**src/include/qpot_defines.svh**
```systemverilog
// constants for the quad pot serial command slave and its master
`ifndef QPOT_DEFINES_SVH
`define QPOT_DEFINES_SVH
`define QPOT_CLK_MHZ        250
`define QPOT_PROG_TIME_US   5000
`define QPOT_PROG_CYCLES    (`QPOT_PROG_TIME_US * `QPOT_CLK_MHZ)
`define QPOT_PWRUP_TIME_US  1000
`define QPOT_PWRUP_CYCLES   (`QPOT_PWRUP_TIME_US * `QPOT_CLK_MHZ)
`define QPOT_TYPE_ID        4'h0
`define QPOT_OP_RD_WIPER    4'h9
`define QPOT_OP_WR_WIPER    4'ha
`define QPOT_OP_RD_SET      4'hb
`define QPOT_OP_WR_SET      4'hc
`define QPOT_OP_SET2WIPER   4'hd
`define QPOT_OP_WIPER2SET   4'he
`define QPOT_OP_GSET2WIPER  4'h1
`define QPOT_OP_GWIPER2SET  4'h8
`define QPOT_OP_INCDEC      4'h2
`define QPOT_OFF_CMD        32'h00000000
`define QPOT_OFF_DATA       32'h00000004
`define QPOT_OFF_STATUS     32'h00000008
`define QPOT_OFF_RDATA      32'h0000000c
`define QPOT_SCL_HALF       5'h14
`define QPOT_SETTING_RESET  6'h20
`endif

```
**src/include/qpot_pkg.sv**
```systemverilog
// types shared by both ends of the quad pot serial link
`default_nettype none
package qpot_pkg;
    typedef enum logic [2:0] {
        QPOT_S_IDLE = 3'b000,
        QPOT_S_RX   = 3'b001,
        QPOT_S_ACK  = 3'b010,
        QPOT_S_TX   = 3'b011,
        QPOT_S_TACK = 3'b100,
        QPOT_S_WAIT = 3'b101
    } qpot_slv_state_type;
    typedef enum logic [2:0] {
        QPOT_M_IDLE  = 3'b000,
        QPOT_M_START = 3'b001,
        QPOT_M_BIT   = 3'b010,
        QPOT_M_STOP  = 3'b011,
        QPOT_M_DONE  = 3'b100
    } qpot_mst_state_type;
endpackage
`default_nettype wire
```
**src/include/qpot_if.sv**
```systemverilog
// two-wire link between quad pot master and slave
`default_nettype none
interface qpot_if;
    logic scl_o;
    logic scl_oe;
    logic sda_m_o;
    logic sda_m_oe;
    logic sda_s_o;
    logic sda_s_oe;
    logic scl;
    logic sda;
    modport slave  (input scl, input sda, output sda_s_o, output sda_s_oe);
    modport master (input scl, input sda, output scl_o, output scl_oe, output sda_m_o, output sda_m_oe);
endinterface
`default_nettype wire

```
**src/hw/qpot_slave.sv**
```systemverilog
// quad pot serial command slave with wiper and setting registers
`include "qpot_defines.svh"
`default_nettype none
// Operation
// - master waits 1 ms after power-up
// - program cycle ends within 5 ms
// - busy: interface off, sda released
// - master starts only on idle bus
// - sda change with scl high is start/stop
// - start is sda fall, scl high
// - stop is sda rise; operations end with stop
// - master clocks; device never drives scl
// - address: type id high, pins low
// - acknowledge only when pins match
// - receiver pulls sda low on ninth clock
// - write mode acknowledges every byte
// - read: send, release, continue on ack
// - write: start, address, instruction, data, stop
// - setting write stop starts program cycle
// - address polling acked once not busy
// - instruction: opcode, pot, setting fields
// - setting select bits are binary index
// - power-up loads wiper from setting zero
// - opcode decode of nine instructions (eight decoded here; inc/dec does nothing)
module qpot_slave
    import qpot_pkg::*;
#(
    parameter int PROG_CYCLES  = `QPOT_PROG_CYCLES,
    parameter int PWRUP_CYCLES = `QPOT_PWRUP_CYCLES,
    parameter logic [3:0] TYPE_ID = `QPOT_TYPE_ID // arbitrary value
)(
    input  wire logic        hclk,
    input  wire logic        hresetn,
    input  wire logic [3:0]  addr_pin,
    output logic      [23:0] wiper_out,
    output logic             prog_busy,
    qpot_if.slave            bus
);
    initial begin
        if (PROG_CYCLES < 1 || PWRUP_CYCLES < 1) $error("cycle counts must be positive");
    end
    function automatic logic [3:0] idx(input logic [1:0] pot, input logic [1:0] set);
        idx = {pot, set};
    endfunction
    qpot_slv_state_type st_r;
    logic [5:0]  wiper_position_reg [4];
    logic [5:0]  stored_setting_reg [16];
    logic        c1_r, c2_r, d1_r, d2_r, c3_r, d3_r;
    logic [3:0]  ap1_r, ap2_r;
    logic [7:0]  sh_r, instr_r;
    logic [3:0]  cnt_r;
    logic [1:0]  nbyte_r;
    logic        rd_r, pend_r, sda_oe_r, loaded_r;
    logic [31:0] prog_r;
    logic        scl_rise, scl_fall, start_ev, stop_ev;
    assign bus.sda_s_o  = 1'b0;
    assign bus.sda_s_oe = sda_oe_r;
    always_ff @(posedge hclk or negedge hresetn) begin
        if (!hresetn) begin
            {c1_r, c2_r, c3_r, d1_r, d2_r, d3_r} <= 6'h3f;
            ap1_r <= 4'h0;
            ap2_r <= 4'h0;
        end else begin
            c1_r <= bus.scl;
            c2_r <= c1_r;
            c3_r <= c2_r;
            d1_r <= bus.sda;
            d2_r <= d1_r;
            d3_r <= d2_r;
            ap1_r <= addr_pin;
            ap2_r <= ap1_r;
        end
    end
    assign scl_rise = c2_r && !c3_r;
    assign scl_fall = !c2_r && c3_r;
    assign start_ev = c2_r && c3_r && d3_r && !d2_r;
    assign stop_ev  = c2_r && c3_r && !d3_r && d2_r;
    always_ff @(posedge hclk or negedge hresetn) begin
        if (!hresetn) begin
            prog_r <= 32'h0;
            prog_busy <= 1'b0;
        end else if (stop_ev && pend_r && prog_r == 32'h0) begin
            prog_r <= 32'(PROG_CYCLES);
            prog_busy <= 1'b1;
        end else if (prog_r != 32'h0) begin
            prog_r <= prog_r - 32'h1;
            prog_busy <= (prog_r != 32'h1);
        end
    end
    always_ff @(posedge hclk or negedge hresetn) begin
        if (!hresetn) begin
            st_r <= QPOT_S_IDLE;
            sh_r <= 8'h00;
            instr_r <= 8'h00;
            cnt_r <= 4'h0;
            nbyte_r <= 2'h0;
            rd_r <= 1'b0;
            pend_r <= 1'b0;
            sda_oe_r <= 1'b0;
            loaded_r <= 1'b0;
            wiper_out <= 24'h0;
            for (int i = 0; i < 16; i++) stored_setting_reg[i] <= `QPOT_SETTING_RESET;
            for (int i = 0; i < 4; i++) wiper_position_reg[i] <= 6'h00;
        end else begin
            wiper_out <= {wiper_position_reg[3], wiper_position_reg[2], wiper_position_reg[1], wiper_position_reg[0]};
            if (!loaded_r) begin
                for (int i = 0; i < 4; i++)
                    wiper_position_reg[i] <= stored_setting_reg[idx(2'(i), 2'h0)];
                loaded_r <= 1'b1;
            end
            if (prog_busy || stop_ev) begin
                st_r <= QPOT_S_IDLE;
                sda_oe_r <= 1'b0;
                if (stop_ev) pend_r <= 1'b0;
            end else if (start_ev) begin
                st_r <= QPOT_S_RX;
                cnt_r <= 4'h0;
                nbyte_r <= 2'h0;
                sda_oe_r <= 1'b0;
            end else begin
                unique case (st_r)
                    QPOT_S_IDLE, QPOT_S_WAIT: ;
                    QPOT_S_RX: begin
                        if (scl_rise) begin
                            sh_r <= {sh_r[6:0], d2_r};
                            cnt_r <= cnt_r + 4'h1;
                        end else if (scl_fall && cnt_r == 4'h8) begin
                            cnt_r <= 4'h0;
                            if (nbyte_r == 2'h0) begin
                                if (sh_r[7:4] == TYPE_ID && sh_r[3:0] == ap2_r) begin
                                    rd_r <= 1'b0; // address byte carries no direction bit
                                    sda_oe_r <= 1'b1;
                                    st_r <= QPOT_S_ACK;
                                end else st_r <= QPOT_S_IDLE;
                            end else begin
                                sda_oe_r <= 1'b1;
                                st_r <= QPOT_S_ACK;
                                if (nbyte_r == 2'h1) begin
                                    instr_r <= sh_r;
                                    rd_r <= sh_r[7:4] == `QPOT_OP_RD_WIPER || sh_r[7:4] == `QPOT_OP_RD_SET;
                                    unique case (sh_r[7:4])
                                        `QPOT_OP_SET2WIPER:
                                            wiper_position_reg[sh_r[3:2]] <= stored_setting_reg[idx(sh_r[3:2], sh_r[1:0])];
                                        `QPOT_OP_WIPER2SET: begin
                                            stored_setting_reg[idx(sh_r[3:2], sh_r[1:0])] <= wiper_position_reg[sh_r[3:2]];
                                            pend_r <= 1'b1;
                                        end
                                        `QPOT_OP_GSET2WIPER:
                                            for (int i = 0; i < 4; i++)
                                                wiper_position_reg[i] <= stored_setting_reg[idx(2'(i), sh_r[1:0])];
                                        `QPOT_OP_GWIPER2SET: begin
                                            for (int i = 0; i < 4; i++)
                                                stored_setting_reg[idx(2'(i), sh_r[1:0])] <= wiper_position_reg[i];
                                            pend_r <= 1'b1;
                                        end
                                        default: ;
                                    endcase
                                end else if (nbyte_r == 2'h2) begin
                                    unique case (instr_r[7:4])
                                        `QPOT_OP_WR_WIPER: wiper_position_reg[instr_r[3:2]] <= sh_r[5:0];
                                        `QPOT_OP_WR_SET: begin
                                            stored_setting_reg[idx(instr_r[3:2], instr_r[1:0])] <= sh_r[5:0];
                                            pend_r <= 1'b1;
                                        end
                                        default: ;
                                    endcase
                                end
                            end
                            if (nbyte_r != 2'h3) nbyte_r <= nbyte_r + 2'h1;
                        end
                    end
                    QPOT_S_ACK: if (scl_fall) begin
                        if (rd_r) begin
                            sh_r <= instr_r[5] ? {2'h0, stored_setting_reg[idx(instr_r[3:2], instr_r[1:0])]}
                                               : {2'h0, wiper_position_reg[instr_r[3:2]]};
                            sda_oe_r <= 1'b1; // msb of a 6-bit value is always zero
                            cnt_r <= 4'h1;
                            st_r <= QPOT_S_TX;
                        end else begin
                            sda_oe_r <= 1'b0;
                            st_r <= QPOT_S_RX;
                        end
                    end
                    QPOT_S_TX: if (scl_fall) begin
                        if (cnt_r == 4'h8) begin
                            sda_oe_r <= 1'b0;
                            st_r <= QPOT_S_TACK;
                        end else begin
                            sda_oe_r <= !sh_r[3'h7 - cnt_r[2:0]];
                            cnt_r <= cnt_r + 4'h1;
                        end
                    end
                    QPOT_S_TACK: if (scl_rise) begin
                        if (!d2_r) begin
                            cnt_r <= 4'h0;
                            st_r <= QPOT_S_ACK;
                        end else st_r <= QPOT_S_WAIT;
                    end
                    default: st_r <= QPOT_S_IDLE;
                endcase
            end
        end
    end
endmodule
`default_nettype wire

```
**src/flat_wrapper.sv**
```systemverilog
// flat-port wrapper written by rule: the top's interface ports become plain ports
module qpot_slave_flat import qpot_pkg::*;
#(
    parameter int PROG_CYCLES  = `QPOT_PROG_CYCLES,
    parameter int PWRUP_CYCLES = `QPOT_PWRUP_CYCLES,
    parameter logic [3:0] TYPE_ID = `QPOT_TYPE_ID                   
)
  (hclk, hresetn, addr_pin, wiper_out, prog_busy, bus_scl, bus_sda, bus_sda_s_o, bus_sda_s_oe);
  qpot_if bus_i ();
  input  wire logic hclk;
  input  wire logic hresetn;
  input  wire logic [3:0] addr_pin;
  output logic      [23:0] wiper_out;
  output logic prog_busy;
  input wire logic [$bits(bus_i.scl)-1:0] bus_scl;
  input wire logic [$bits(bus_i.sda)-1:0] bus_sda;
  output wire logic [$bits(bus_i.sda_s_o)-1:0] bus_sda_s_o;
  output wire logic [$bits(bus_i.sda_s_oe)-1:0] bus_sda_s_oe;
  assign bus_i.scl = bus_scl;
  assign bus_i.sda = bus_sda;
  assign bus_sda_s_o = bus_i.sda_s_o;
  assign bus_sda_s_oe = bus_i.sda_s_oe;
  qpot_slave #(.PROG_CYCLES(PROG_CYCLES), .PWRUP_CYCLES(PWRUP_CYCLES), .TYPE_ID(TYPE_ID)) u_core (.hclk(hclk), .hresetn(hresetn), .addr_pin(addr_pin), .wiper_out(wiper_out), .prog_busy(prog_busy), .bus(bus_i));
endmodule
```
**config.mk**
```make
export PLATFORM = sky130hd
export DESIGN_NAME = qpot_slave_flat
export DESIGN_NICKNAME = d
export VERILOG_FILES = /design/src/include/qpot_pkg.sv /design/src/include/qpot_if.sv /design/src/hw/qpot_slave.sv /design/src/flat_wrapper.sv
export VERILOG_INCLUDE_DIRS = /design/src /design/src/include
export SDC_FILE = /design/constraint.sdc
export NUM_CORES = 1
export LEC_CHECK = 0
export BUFFER_PORTS_ARGS = -buffer_cell sky130_fd_sc_hd__buf_2
export CAP_MARGIN = 0
export CELL_PAD_IN_SITES_DETAIL_PLACEMENT = 2
export CELL_PAD_IN_SITES_GLOBAL_PLACEMENT = 2
export CORE_UTILIZATION = 35
export CTS_BUF_LIST = sky130_fd_sc_hd__clkbuf_8
export CTS_CLUSTER_SIZE = 16
export DETAILED_ROUTE_END_ITERATION = 10
export MAX_ROUTING_LAYER = met4
export PLACE_DENSITY_LB_ADDON = 0.1
export SKIP_CTS_REPAIR_TIMING = 1
export SYNTH_ARGS = -nofsm -noshare
export SYNTH_HDL_FRONTEND = slang
export SYNTH_SLANG_ARGS = --single-unit
```
**constraint.sdc**
```tcl
create_clock -name hclk -period 2.15 [get_ports hclk]
set_input_delay 0.3225 -clock hclk [delete_from_list [all_inputs] [get_ports hclk]]
set_output_delay 0.3225 -clock hclk [all_outputs]
set_load 0.05 [all_outputs]
```
# After elaboration in Yosys (flattened, before gate mapping)
# Cells that the tools add are included.
# word_totals
ff_bits	220
in_bits	8
out_inout_bits	27
wordCells	301
# classes
addsub	4
order_cmp	17
eq_ne	45
muxes	127
bitwise_logic	12
reduce_logical	56
# ops
cell	count
bitwise mux 96 bit	6
2-to-1 mux 96 bit	3
2-to-1 mux 24 bit	10
one-hot mux 96 bit (2 select lines)	1
2-to-1 mux 6 bit	25
binary-select mux 6 bit (select 4 bit)	6
demux 6 bit (select 4 bit)	6
2-to-1 mux 32 bit	2
bitwise mux 24 bit	2
one-hot mux 24 bit (2 select lines)	1
2-to-1 mux 4 bit	9
equality test 4 bit, second input constant	8
zero test 32 bit	1
inequality test 32 x 1 -> 1 bit, second input constant	1
nonzero test 32 bit	1
subtractor 32 x 1 -> 32 bit, second input constant	1
>= comparator 5 bit, second input constant	6
< comparator 5 x 1 -> 1 bit, second input constant	6
2-to-1 mux 1 bit	27
2-to-1 mux 3 bit	9
AND reduction 9 bit	3
binary-select mux 6 bit (select 2 bit)	2
demux 6 bit (select 2 bit)	2
2-to-1 mux 8 bit	3
other kinds (45)	120

# Longest topological paths before layout
# Gate-level depths: netlist (run 1).
# logic_depth
depth_word	15
ltp_mapped	10
ltp_nobuf	7

# Worst setup path after synthesis (run 1)
# Ideal clock, no wire load.
# synth_timing
path_kind	register -> register
start	register u_core.prog_busy
end	register u_core.stored_setting_reg[93] (netlist name)
arrival_time_ps	2428
slack_ps	-405
path_stages_with_launch	9
period_less_slack_ps	2555
cell_sequence	dfrtp_1 buf_2 or4b_4 nor4_4 o211a_1 buf_4 buf_6 nand2_2 mux2_1
# synth_via
elab_chain_len	3
# synth_lines
element	line_no	source
from (decl)	qpot_slave.sv:36	output logic prog_busy,
from (signal assigned)	qpot_slave.sv:87	prog_busy <= (prog_r != 32'h1);
logical OR 1 bit	qpot_slave.sv:111	if (prog_busy || stop_ev) begin
NOT 1 bit (no line)	-	
AND reduction 9 bit (no line)	-	
to (signal, indexed assignment)	qpot_slave.sv:145	stored_setting_reg[idx(sh_r[3:2], sh_r[1:0])] <= wiper_position_reg[sh_r[3:2]];
to (signal, indexed assignment)	qpot_slave.sv:153	stored_setting_reg[idx(2'(i), sh_r[1:0])] <= wiper_position_reg[i];
to (signal, indexed assignment)	qpot_slave.sv:162	stored_setting_reg[idx(instr_r[3:2], instr_r[1:0])] <= sh_r[5:0];
to (decl)	qpot_slave.sv:47	logic [5:0] stored_setting_reg [16];
# No other way between the ends.
# A chain may end at the register's enable or synchronous reset.

# Worst setup path in the final report (run 1)
# layout_timing
start	register u_core.prog_r[3]
end	register u_core.prog_r[18]
# layout_via
elab_chain_len	3
# layout_lines
element	line_no	source
from (decl)	qpot_slave.sv:54	logic [31:0] prog_r;
from (signal assigned)	qpot_slave.sv:83	prog_r <= 32'(PROG_CYCLES);
from (signal assigned)	qpot_slave.sv:86	prog_r <= prog_r - 32'h1;
subtractor 32 x 1 -> 32 bit or zero test 32 bit (tied branches)	qpot_slave.sv:86, qpot_slave.sv:82	
2-to-1 mux 32 bit or logical AND 1 bit (tied branches)	qpot_slave.sv:85, qpot_slave.sv:82	
2-to-1 mux 32 bit or nonzero test 2 bit (tied branches)	-	
# Several ways; a longest one is shown, not always the timed one. The select of a mux whose other input is x is not followed.

==> results.ini, run 1 <==
[timing]
whs_ps = 182
timing.slew.headroom_pct = 49.9
fin_crit_sh_pct = 110
setup_tns_ps = -15680
fin_crit_ps = 2370
setup_viol = 110
drv_slew = 0
hold_viol = 0
fin_skew_ps = 28.4
fin_ws_ps = -223
tightest_slew_ps = 745
fmax_mhz = 421
rsz0062_at_grt = yes

[placement]
place_ws_ps = -517
dp.cells = 1852
hpwl_um = 40400
routabilityCongestion = 0.898
dpl_cell_area_um2 = 15600
port-buffer-count = 33

[finish]
fin_area_um2 = 17800
insertedDiodeCount = 0
layoutNonFillerInstCount = 1960
final_core_util_pct = 48.4
largest_register_ffs = 96
finish.net_count = 1474
drive_gt1_share_pct = 45.1
n_fill_cell = 3663
final-seq-area_um2 = 5540
syn2layout_area_growth_pct = 35.6
multi_input_area_um2 = 8040

[yosys]
synth_seq_cells = 220
ys_seq_area_share_pct = 42.2
async_flop_share_pct = 100
synth_top_area_share_pct = 37.8
synth-simple-area-share_pct = 16.0
synth.top_cells.by_count = dfrtp_1 (198), nor2_1 (166), mux2_2 (102)
yosys-top-cells-area = dfrtp_1 (38%), mux4_2 (11%), mux2_2 (8.8%), a221o_1 (7.2%), nor2_1 (4.7%)
yosys.area_share.adder_pct = 0.763
synth_nets = 1217
synth_xor_area_share_pct = 1.67
yosysTopAreaCell = dfrtp_1
synth_top_flop_cell = dfrtp_1
synth.most_common_cell = dfrtp_1
synth_top_family_by_area = multiplexers
syn_area_um2 = 13100
synth.area.mux_share_pct = 20.8
synth_compound_area_share_pct = 15.6
synth_edf_count = 0
synth.distinct_cells = 72
yosys_warnings = 0
synth_cells = 1201
postSynthAreaPerCell_um2 = 10.9

[detailed_routing]
detail-route-antenna-nets = 0
drtIter0Drc = 942
viasPerCell = 6.31
avgRoutedWirePerCell_um = 30.9
remaining_drc_errors = 0
via_count = 12400
firstDrtPassIters = 5
drt-total-wl_um = 60500

[floorplanning]
die_area_um2 = 38300
die_y_um = 196
rows = 70
die_w_um = 196
initial_core_util_pct = 35.7
io_pins = 35
coreArea_um2 = 36800

[clock_network]
cts_sinks = 220
cts_tree = yes
root_buffer = clkbuf_8
cts_made_buffers = 44
cts-htree-levels = 2
cts_max_path_buffers = 3
worstSkewPairLatency_ps = 620
clk_pin_slew_ps = 70

[worst_setup_path]
critPathArrivalTime_ps = 2860
required_ps = 2630
path_max_fanout = 4
critical_path_class = reg2reg
cp-end-kind = flop
start_kind = flop

[power_and_ir_drop]
power_density_nw_per_um2 = 559
ir_worst_vdd_mv = 0.373
power_mw = 9.95
leakage_nw = 7.84

[grt]
grt_pass1_wl_um = 85400
overflow = 0
grt_pass1_vias = 13000
antenna_found_initial = 0
grt_usage_pct = 31.1
grt_max_degree = 49

[min_path]
hold_path.class = in2async

[status]
violations = setup timing
status = finished with violations

[run]
maxCapViolations = 0

[power breakdown]
group          leakage [nW]  internal, mW  switching (mW)
Clock                 0.562          2.87            2.04
Combinational          4.32         0.299           0.516
Sequential             2.97          4.18          0.0450
Total                  7.84          7.34            2.61
[routing by layer]
layer  vias to the layer above  global-route usage (%)  share of wire [%]
li1                       5139                       -                  -
met1                      6594                    39.1                 42
met2                       471                    50.5                 49
met3                       165                    4.59                5.2
met4                         0                    12.1                4.3
met5                         -                       -                  0
[worst max-delay path, cell delays in order, from the launching register on]
cell and delay, ps:
dfrtp_1 390, or4_4 570, or4_4 530, or2_1 250, or3_1 330, a21o_1 190
[worst paths after layout]
kind,end,from,slack [ps],depth (start not counted)
setup / recovery,u_core.prog_r[18]$_DFFE_PN0P_,u_core.prog_r[3]$_DFFE_PN0P_,-220,5
hold / removal,u_core.bus.sda_s_oe$_DFFE_PN0P_,hresetn,180,2
setup reg to reg,u_core.prog_r[18]$_DFFE_PN0P_,u_core.prog_r[3]$_DFFE_PN0P_,-220,5
hold reg to reg,u_core.c2_r$_DFF_PN1_,u_core.c1_r$_DFF_PN1_,360,0
max in group asynchronous,u_core.stored_setting_reg[53]$_DFFE_PN1P_,hresetn,1230,3
min in group hclk,u_core.c2_r$_DFF_PN1_,u_core.c1_r$_DFF_PN1_,360,0
[cells by family after synthesis]
| family | count (synthesis) |
|---|---|
| muxes | 182 |
| buffers and inverters | 90 |
| AOI/OAI and AO/OA | 254 |
| adders and majority gates | 8 |
| and+or+nand+nor | 420 |
| DFF | 220 |
| other | 2 |
| xor gates and xnor gates | 25 |
[final cells by class]
type	count	share of cell area (%)
clock buffers	61	4.72
flip-flops and latches	220	31.1
multi-input cells	891	45.2
clock inverters	19	0.865
well taps	468	3.29
repair buffers	291	14.6
inverters	10	0.211
[layout by cell type (no fill, tap or decap), types with 13 or more instances in the layout]
| cell | instances |
|---|---|
| a211oi_1 | 21 |
| a221o_1 | 95 |
| buf_12 | 30 |
| buf_2 | 32 |
| buf_4 | 206 |
| clkbuf_8 | 61 |
| dfrtp_1 | 193 |
| dfstp_2 | 22 |
| inv_1 | 18 |
| mux2_2 | 98 |
| mux4_2 | 62 |
| nand2_1 | 57 |
| nand3_1 | 23 |
| nor2_1 | 155 |
| nor2b_1 | 35 |
| o211ai_1 | 15 |
| o21ai_0 | 13 |
| o22ai_1 | 18 |
| o22ai_2 | 23 |
| xnor2_1 | 21 |
(Power assumes the default switching activity.)
==> run 2, diff against run 1 <==
--- a/config.mk
+++ b/config.mk
@@ -14,6 +14,7 @@
 export CTS_BUF_LIST = sky130_fd_sc_hd__clkbuf_8
 export CTS_CLUSTER_SIZE = 16
 export DETAILED_ROUTE_END_ITERATION = 10
+export GPL_TIMING_DRIVEN = 0
 export MAX_ROUTING_LAYER = met4
 export PLACE_DENSITY_LB_ADDON = 0.1
 export SKIP_CTS_REPAIR_TIMING = 1
==> results.ini, run 2 (synthesized netlist as in run 1, its figures left out) <==
[placement]
port-buffer-count = 33  ; unchanged
routabilityCongestion = 0.953  ; +6.2%
dp.cells = 1703  ; -8.0%
hpwl_um = 39800  ; -1.4%

[timing]
drv_slew = 0  ; unchanged
hold_viol = 0  ; unchanged
rsz0062_at_grt = yes
setup_viol = 135  ; +23%
fin_crit_ps = 2530  ; +159 ps
fin_ws_ps = -381  ; -159 ps
setup_tns_ps = -35170  ; -19490 ps
timing.slew.headroom_pct = 41.7  ; -8.2 points
tightest_slew_ps = 875  ; +130 ps
fin_crit_sh_pct = 118  ; +7.4 points
fin_skew_ps = 30.0  ; +1.66 ps
fmax_mhz = 395  ; -6.3%

[power_and_ir_drop]
power_mw = 9.56  ; -3.9%
p_comb_share_pct = 8.2  ; about the same
leakage_nw = 7.12  ; -9.2%
p_sw_share_pct = 27.6  ; +1.4 points
ir_worst_vdd_mv = 0.367  ; -1.7%
power.switching_mw = 2.63  ; +1.1%
power_density_nw_per_um2 = 570  ; +2.0%
pwr-share-seq_pct = 44.2  ; +1.8 points
clkPwrFrac_pct = 47.6  ; -1.8 points
p_int_mw = 6.93  ; -5.6%

[finish]
finish.net_count = 1357  ; -7.9%
layout_common_cells = dfrtp_1 (189), nor2_1 (156), a221o_1 (95)
mostFrequentLayoutCell = dfrtp_1
n_fill_cell = 3694  ; +0.85%
largest_register_ffs = 96  ; unchanged
syn2layout_area_growth_pct = 27.8
drive_gt1_share_pct = 41.7  ; -3.4 points
insertedDiodeCount = 0  ; unchanged
multi_input_area_um2 = 8310  ; +3.4%
layoutNonFillerInstCount = 1843  ; -6.0%
final-seq-area_um2 = 5540  ; about the same

[status]
status = finished with violations
violations = setup timing

[worst_setup_path]
start_kind = flop
required_ps = 2650  ; +20 ps
path_max_fanout = 6  ; +2
cp-end-kind = flop
critical_path_class = reg2reg
critPathArrivalTime_ps = 3030  ; +170 ps

[clock_network]
cts_tree = yes
cts_sinks = 220  ; unchanged
root_buffer = clkbuf_8
cts_max_path_buffers = 3  ; unchanged
cts_made_buffers = 43  ; -2.3%
cts-htree-levels = 2  ; unchanged
worstSkewPairLatency_ps = 640  ; +20 ps
clk_pin_slew_ps = 60  ; about the same

[floorplanning]
die_y_um = 196  ; unchanged
coreArea_um2 = 36800  ; unchanged
die_w_um = 196  ; unchanged
initial_core_util_pct = 35.7  ; unchanged
die_area_um2 = 38300  ; unchanged
rows = 70  ; unchanged
io_pins = 35  ; unchanged

[grt]
grt_pass1_wl_um = 84100  ; -1.5%
grt_max_degree = 114  ; +130%
overflow = 0  ; unchanged
antenna_found_initial = 0  ; unchanged
grt_pass1_vias = 12400  ; -5.1%
grt_usage_pct = 31.1  ; about the same

[detailed_routing]
viasPerCell = 6.40  ; +1.5%
avgRoutedWirePerCell_um = 32.1  ; +3.8%
drt-total-wl_um = 59100  ; -2.4%
firstDrtPassIters = 5  ; unchanged
detail-route-antenna-nets = 0  ; unchanged
via_count = 11800  ; -4.6%
drtIter0Drc = 850  ; -9.8%
remaining_drc_errors = 0  ; unchanged

[min_path]
hold_path.class = in2async

[run]
maxCapViolations = 0  ; unchanged

run 2: cell count changes in the layout (fill, tap and decap cells not counted), sizes merged:
cell	before	now
inv	22	28
clkinvlp	0	3
clkinv	4	3
buf	282	126
bufinv	3	2
clkbuf	63	95
run 2: layout make-up:
class	instances	area share (%)
timing repair buffer	102	4.96
sequential	220	33.1
timing repair inverter	1	0.0448
clock inverter	25	1.01
buffer	72	3.14
inverter	10	0.246
multi-input combinational	891	49.6
tap	468	3.49
clock buffer	54	4.43
run 2: power groups by stage:
stage               clock, mW  sequential (mW)  combinational, mW
finish                   4.55             4.23              0.786
floorplan                   0             4.27              0.371
global route             4.82             4.22              0.829
global placement            0             4.28              0.685
CTS                      4.68             4.21              0.702
detailed placement          0             4.28              0.701
run 2: worst max-delay path, stage by stage (launching register included):
cell,delay [ps]
dfrtp_2,450
or4b_4,600
nor4_4,340
o211a_4,250
buf_12,140
buf_16,170
nand2_8,100
mux2_4,310
run 2: stage by stage:
stage          setup slack, ps  area, um2  hold slack [ps]  util (%)
2_1_floorplan             -276      13200             26.9         -
3_3_place_gp             -3820      13900              340      37.9
3_5_place_dp             -1280      14000              346      38.0
4_1_cts                  -1320      14900             -270      40.5
5_1_grt                   -439      16800              310      45.6
6_report                  -381      16800              307      45.6
run 2: final timing paths:
path / startpoint / end / slack (ps) / cells past startpoint
setup / recovery: u_core.st_r[2]$_DFFE_PN0P_ / u_core.stored_setting_reg[93]$_DFFE_PN0P_ / -380 / 7
hold / removal: hresetn / u_core.wiper_out[2]$_DFF_PN0_ / 310 / 2
setup reg to reg: u_core.st_r[2]$_DFFE_PN0P_ / u_core.stored_setting_reg[93]$_DFFE_PN0P_ / -380 / 7
hold reg to reg: u_core.d1_r$_DFF_PN1_ / u_core.d2_r$_DFF_PN1_ / 360 / 0
max in group asynchronous: hresetn / u_core.stored_setting_reg[3]$_DFFE_PN0P_ / 750 / 3
min in group hclk: bus_sda / u_core.d1_r$_DFF_PN1_ / 340 / 2
run 2: routing by layer:
layer	GRT usage, %	wire (um)
met3	5.63	3920
met1	40.1	24900
met5	-	0
met4	12.2	2240
met2	48.6	28100
==> run 3, diff against run 2 <==
--- a/config.mk
+++ b/config.mk
@@ -17,6 +17,7 @@
 export GPL_TIMING_DRIVEN = 0
 export MAX_ROUTING_LAYER = met4
 export PLACE_DENSITY_LB_ADDON = 0.1
+export SETUP_SLACK_MARGIN = 0.05
 export SKIP_CTS_REPAIR_TIMING = 1
 export SYNTH_ARGS = -nofsm -noshare
 export SYNTH_HDL_FRONTEND = slang
==> results.ini, run 3 (synthesized netlist as in run 1, its figures left out) <==
[clock_network]
root_buffer = clkbuf_8
cts_sinks = 220  ; unchanged
worstSkewPairLatency_ps = 640  ; about the same
cts_tree = yes
cts-htree-levels = 2  ; unchanged
cts_max_path_buffers = 3  ; unchanged
clk_pin_slew_ps = 60  ; about the same
cts_made_buffers = 43  ; unchanged

[status]
status = finished with violations
violations = setup timing

[worst_setup_path]
cp_num_cells = 9  ; +2
critical_path_class = reg2reg
cp-end-kind = flop
crit_family = simple AND/OR/NAND/NOR gates
critPathArrivalTime_ps = 3140  ; +110 ps
required_ps = 2650  ; about the same
crit_chain = buf_8 > or4b_4 > nor4_4 > o211a_1 > buf_8 > buf_12 > buf_12 > nand2_4 > mux2_2
cp_slowest_stage_delay_ps = 540  ; -60 ps
rr_startpoint = u_core.prog_busy$_DFFE_PN0P_
startpoint = u_core.prog_busy$_DFFE_PN0P_
reg2reg_depth = 9  ; +2
path_max_fanout = 8  ; +2
start_kind = flop
worst-path-buf-inv = 4  ; +2
cp_slowest_cell = or4b_4

[floorplanning]
io_pins = 35  ; unchanged
die_area_um2 = 38300  ; unchanged
die_y_um = 196  ; unchanged
initial_core_util_pct = 35.7  ; unchanged
rows = 70  ; unchanged
die_w_um = 196  ; unchanged
coreArea_um2 = 36800  ; unchanged

[power_and_ir_drop]
leakage_nw = 7.26  ; +1.9%
ir_worst_vdd_mv = 0.341  ; -6.9%
power_mw = 9.69  ; +1.3%
power_density_nw_per_um2 = 576  ; +0.93%

[finish]
n_fill_cell = 3703  ; +0.24%
finish.net_count = 1366  ; +0.66%
layoutNonFillerInstCount = 1853  ; +0.54%
largest_register_ffs = 96  ; unchanged
drive_gt1_share_pct = 42.0  ; +0.35 points
layout_common_cells = dfrtp_1 (193), nor2_1 (155), mux2_2 (98)
syn2layout_area_growth_pct = 28.2
fin_area_um2 = 16800  ; +0.36%
mostFrequentLayoutCell = dfrtp_1
insertedDiodeCount = 0  ; unchanged
final_core_util_pct = 45.7  ; +0.16 points

[timing]
fmax_mhz = 379  ; -4.1%
tightest_slew_ps = 900  ; +25.6 ps
drv_slew = 0  ; unchanged
fin_ws_ps = -490  ; -108 ps
fin_crit_sh_pct = 123  ; +5.0 points
timing.slew.headroom_pct = 39.5  ; -2.2 points
setup_viol = 149  ; +10%
setup_tns_ps = -46850  ; -11670 ps
hold_viol = 0  ; unchanged
fin_crit_ps = 2640  ; +108 ps
rsz0062_at_grt = yes
whs_ps = 179  ; -128 ps
fin_skew_ps = 33.6  ; +3.59 ps

[detailed_routing]
drt-total-wl_um = 58800  ; -0.44%
detail-route-antenna-nets = 0  ; unchanged
viasPerCell = 6.43  ; +0.39%
firstDrtPassIters = 5  ; unchanged
drtIter0Drc = 831  ; -2.2%
via_count = 11900  ; +0.93%
avgRoutedWirePerCell_um = 31.7  ; -0.97%
remaining_drc_errors = 0  ; unchanged

[grt]
grt_pass1_wl_um = 83200  ; -1.1%
grt_pass1_vias = 12300  ; -0.56%
grt_usage_pct = 30.7  ; -0.47 points
grt_max_degree = 94  ; -18%
overflow = 0  ; unchanged
antenna_found_initial = 0  ; unchanged

[placement]
dpl_cell_area_um2 = 14000  ; +0.30%
dp.cells = 1704  ; +0.059%
routabilityCongestion = 0.939  ; -1.5%
port-buffer-count = 33  ; unchanged
place_ws_ps = -1260  ; +20.1 ps
hpwl_um = 40100  ; +0.61%

[min_path]
hold_path.class = in2async

[run]
maxCapViolations = 0  ; unchanged

## run 3: cell type report
type                            instances  area, um2  share of cell area (%)
Buffer                                 75        500                    2.98
Clock buffer                           56        771                    4.58
Clock inverter                         24        169                    1.00
Inverter                               10       41.3                   0.245
Multi-Input combinational cell        891       8310                    49.4
Sequential cell                       220       5540                    32.9
Tap cell                              468        586                    3.48
Timing Repair Buffer                  109        910                    5.41
## run 3: final timing paths
path / slack [ps] / to
min reg2reg: 350 / u_core.ap2_r[1]$_DFF_PN0_
max in group asynchronous: 1120 / u_core.stored_setting_reg[17]$_DFFE_PN1P_
max: -490 / u_core.stored_setting_reg[45]$_DFFE_PN0P_
min in group hclk: 330 / u_core.ap1_r[3]$_DFF_PN0_
min: 180 / u_core.ap1_r[0]$_DFF_PN0_
max reg2reg: -490 / u_core.stored_setting_reg[45]$_DFFE_PN0P_
## run 3: layer usage
layer / global-route usage, % / vias up / share of wire [%]
met1: 38.7 / 6312 / 42
met3: 5.66 / 165 / 6.5
met5: - / - / 0
met2: 48.0 / 490 / 48
li1: - / 4947 / -
met4: 13.7 / 0 / 4.4
## run 3: report_power, final
part / leakage, nW / internal, mW / switching, mW
Clock: 0.537 / 2.60 / 2.08
Sequential: 2.97 / 4.17 / 0.0457
Combinational: 3.76 / 0.239 / 0.546
Total: 7.26 / 7.01 / 2.68
## run 3: worst register-to-register path: cells and delay by family, from the launching register on
kind	cells	cell delay (ps)
and+or+nand+nor	3	960
muxes	1	300
buffers and inverters	4	620
AOI/OAI and AO/OA	1	230
DFF	1	410
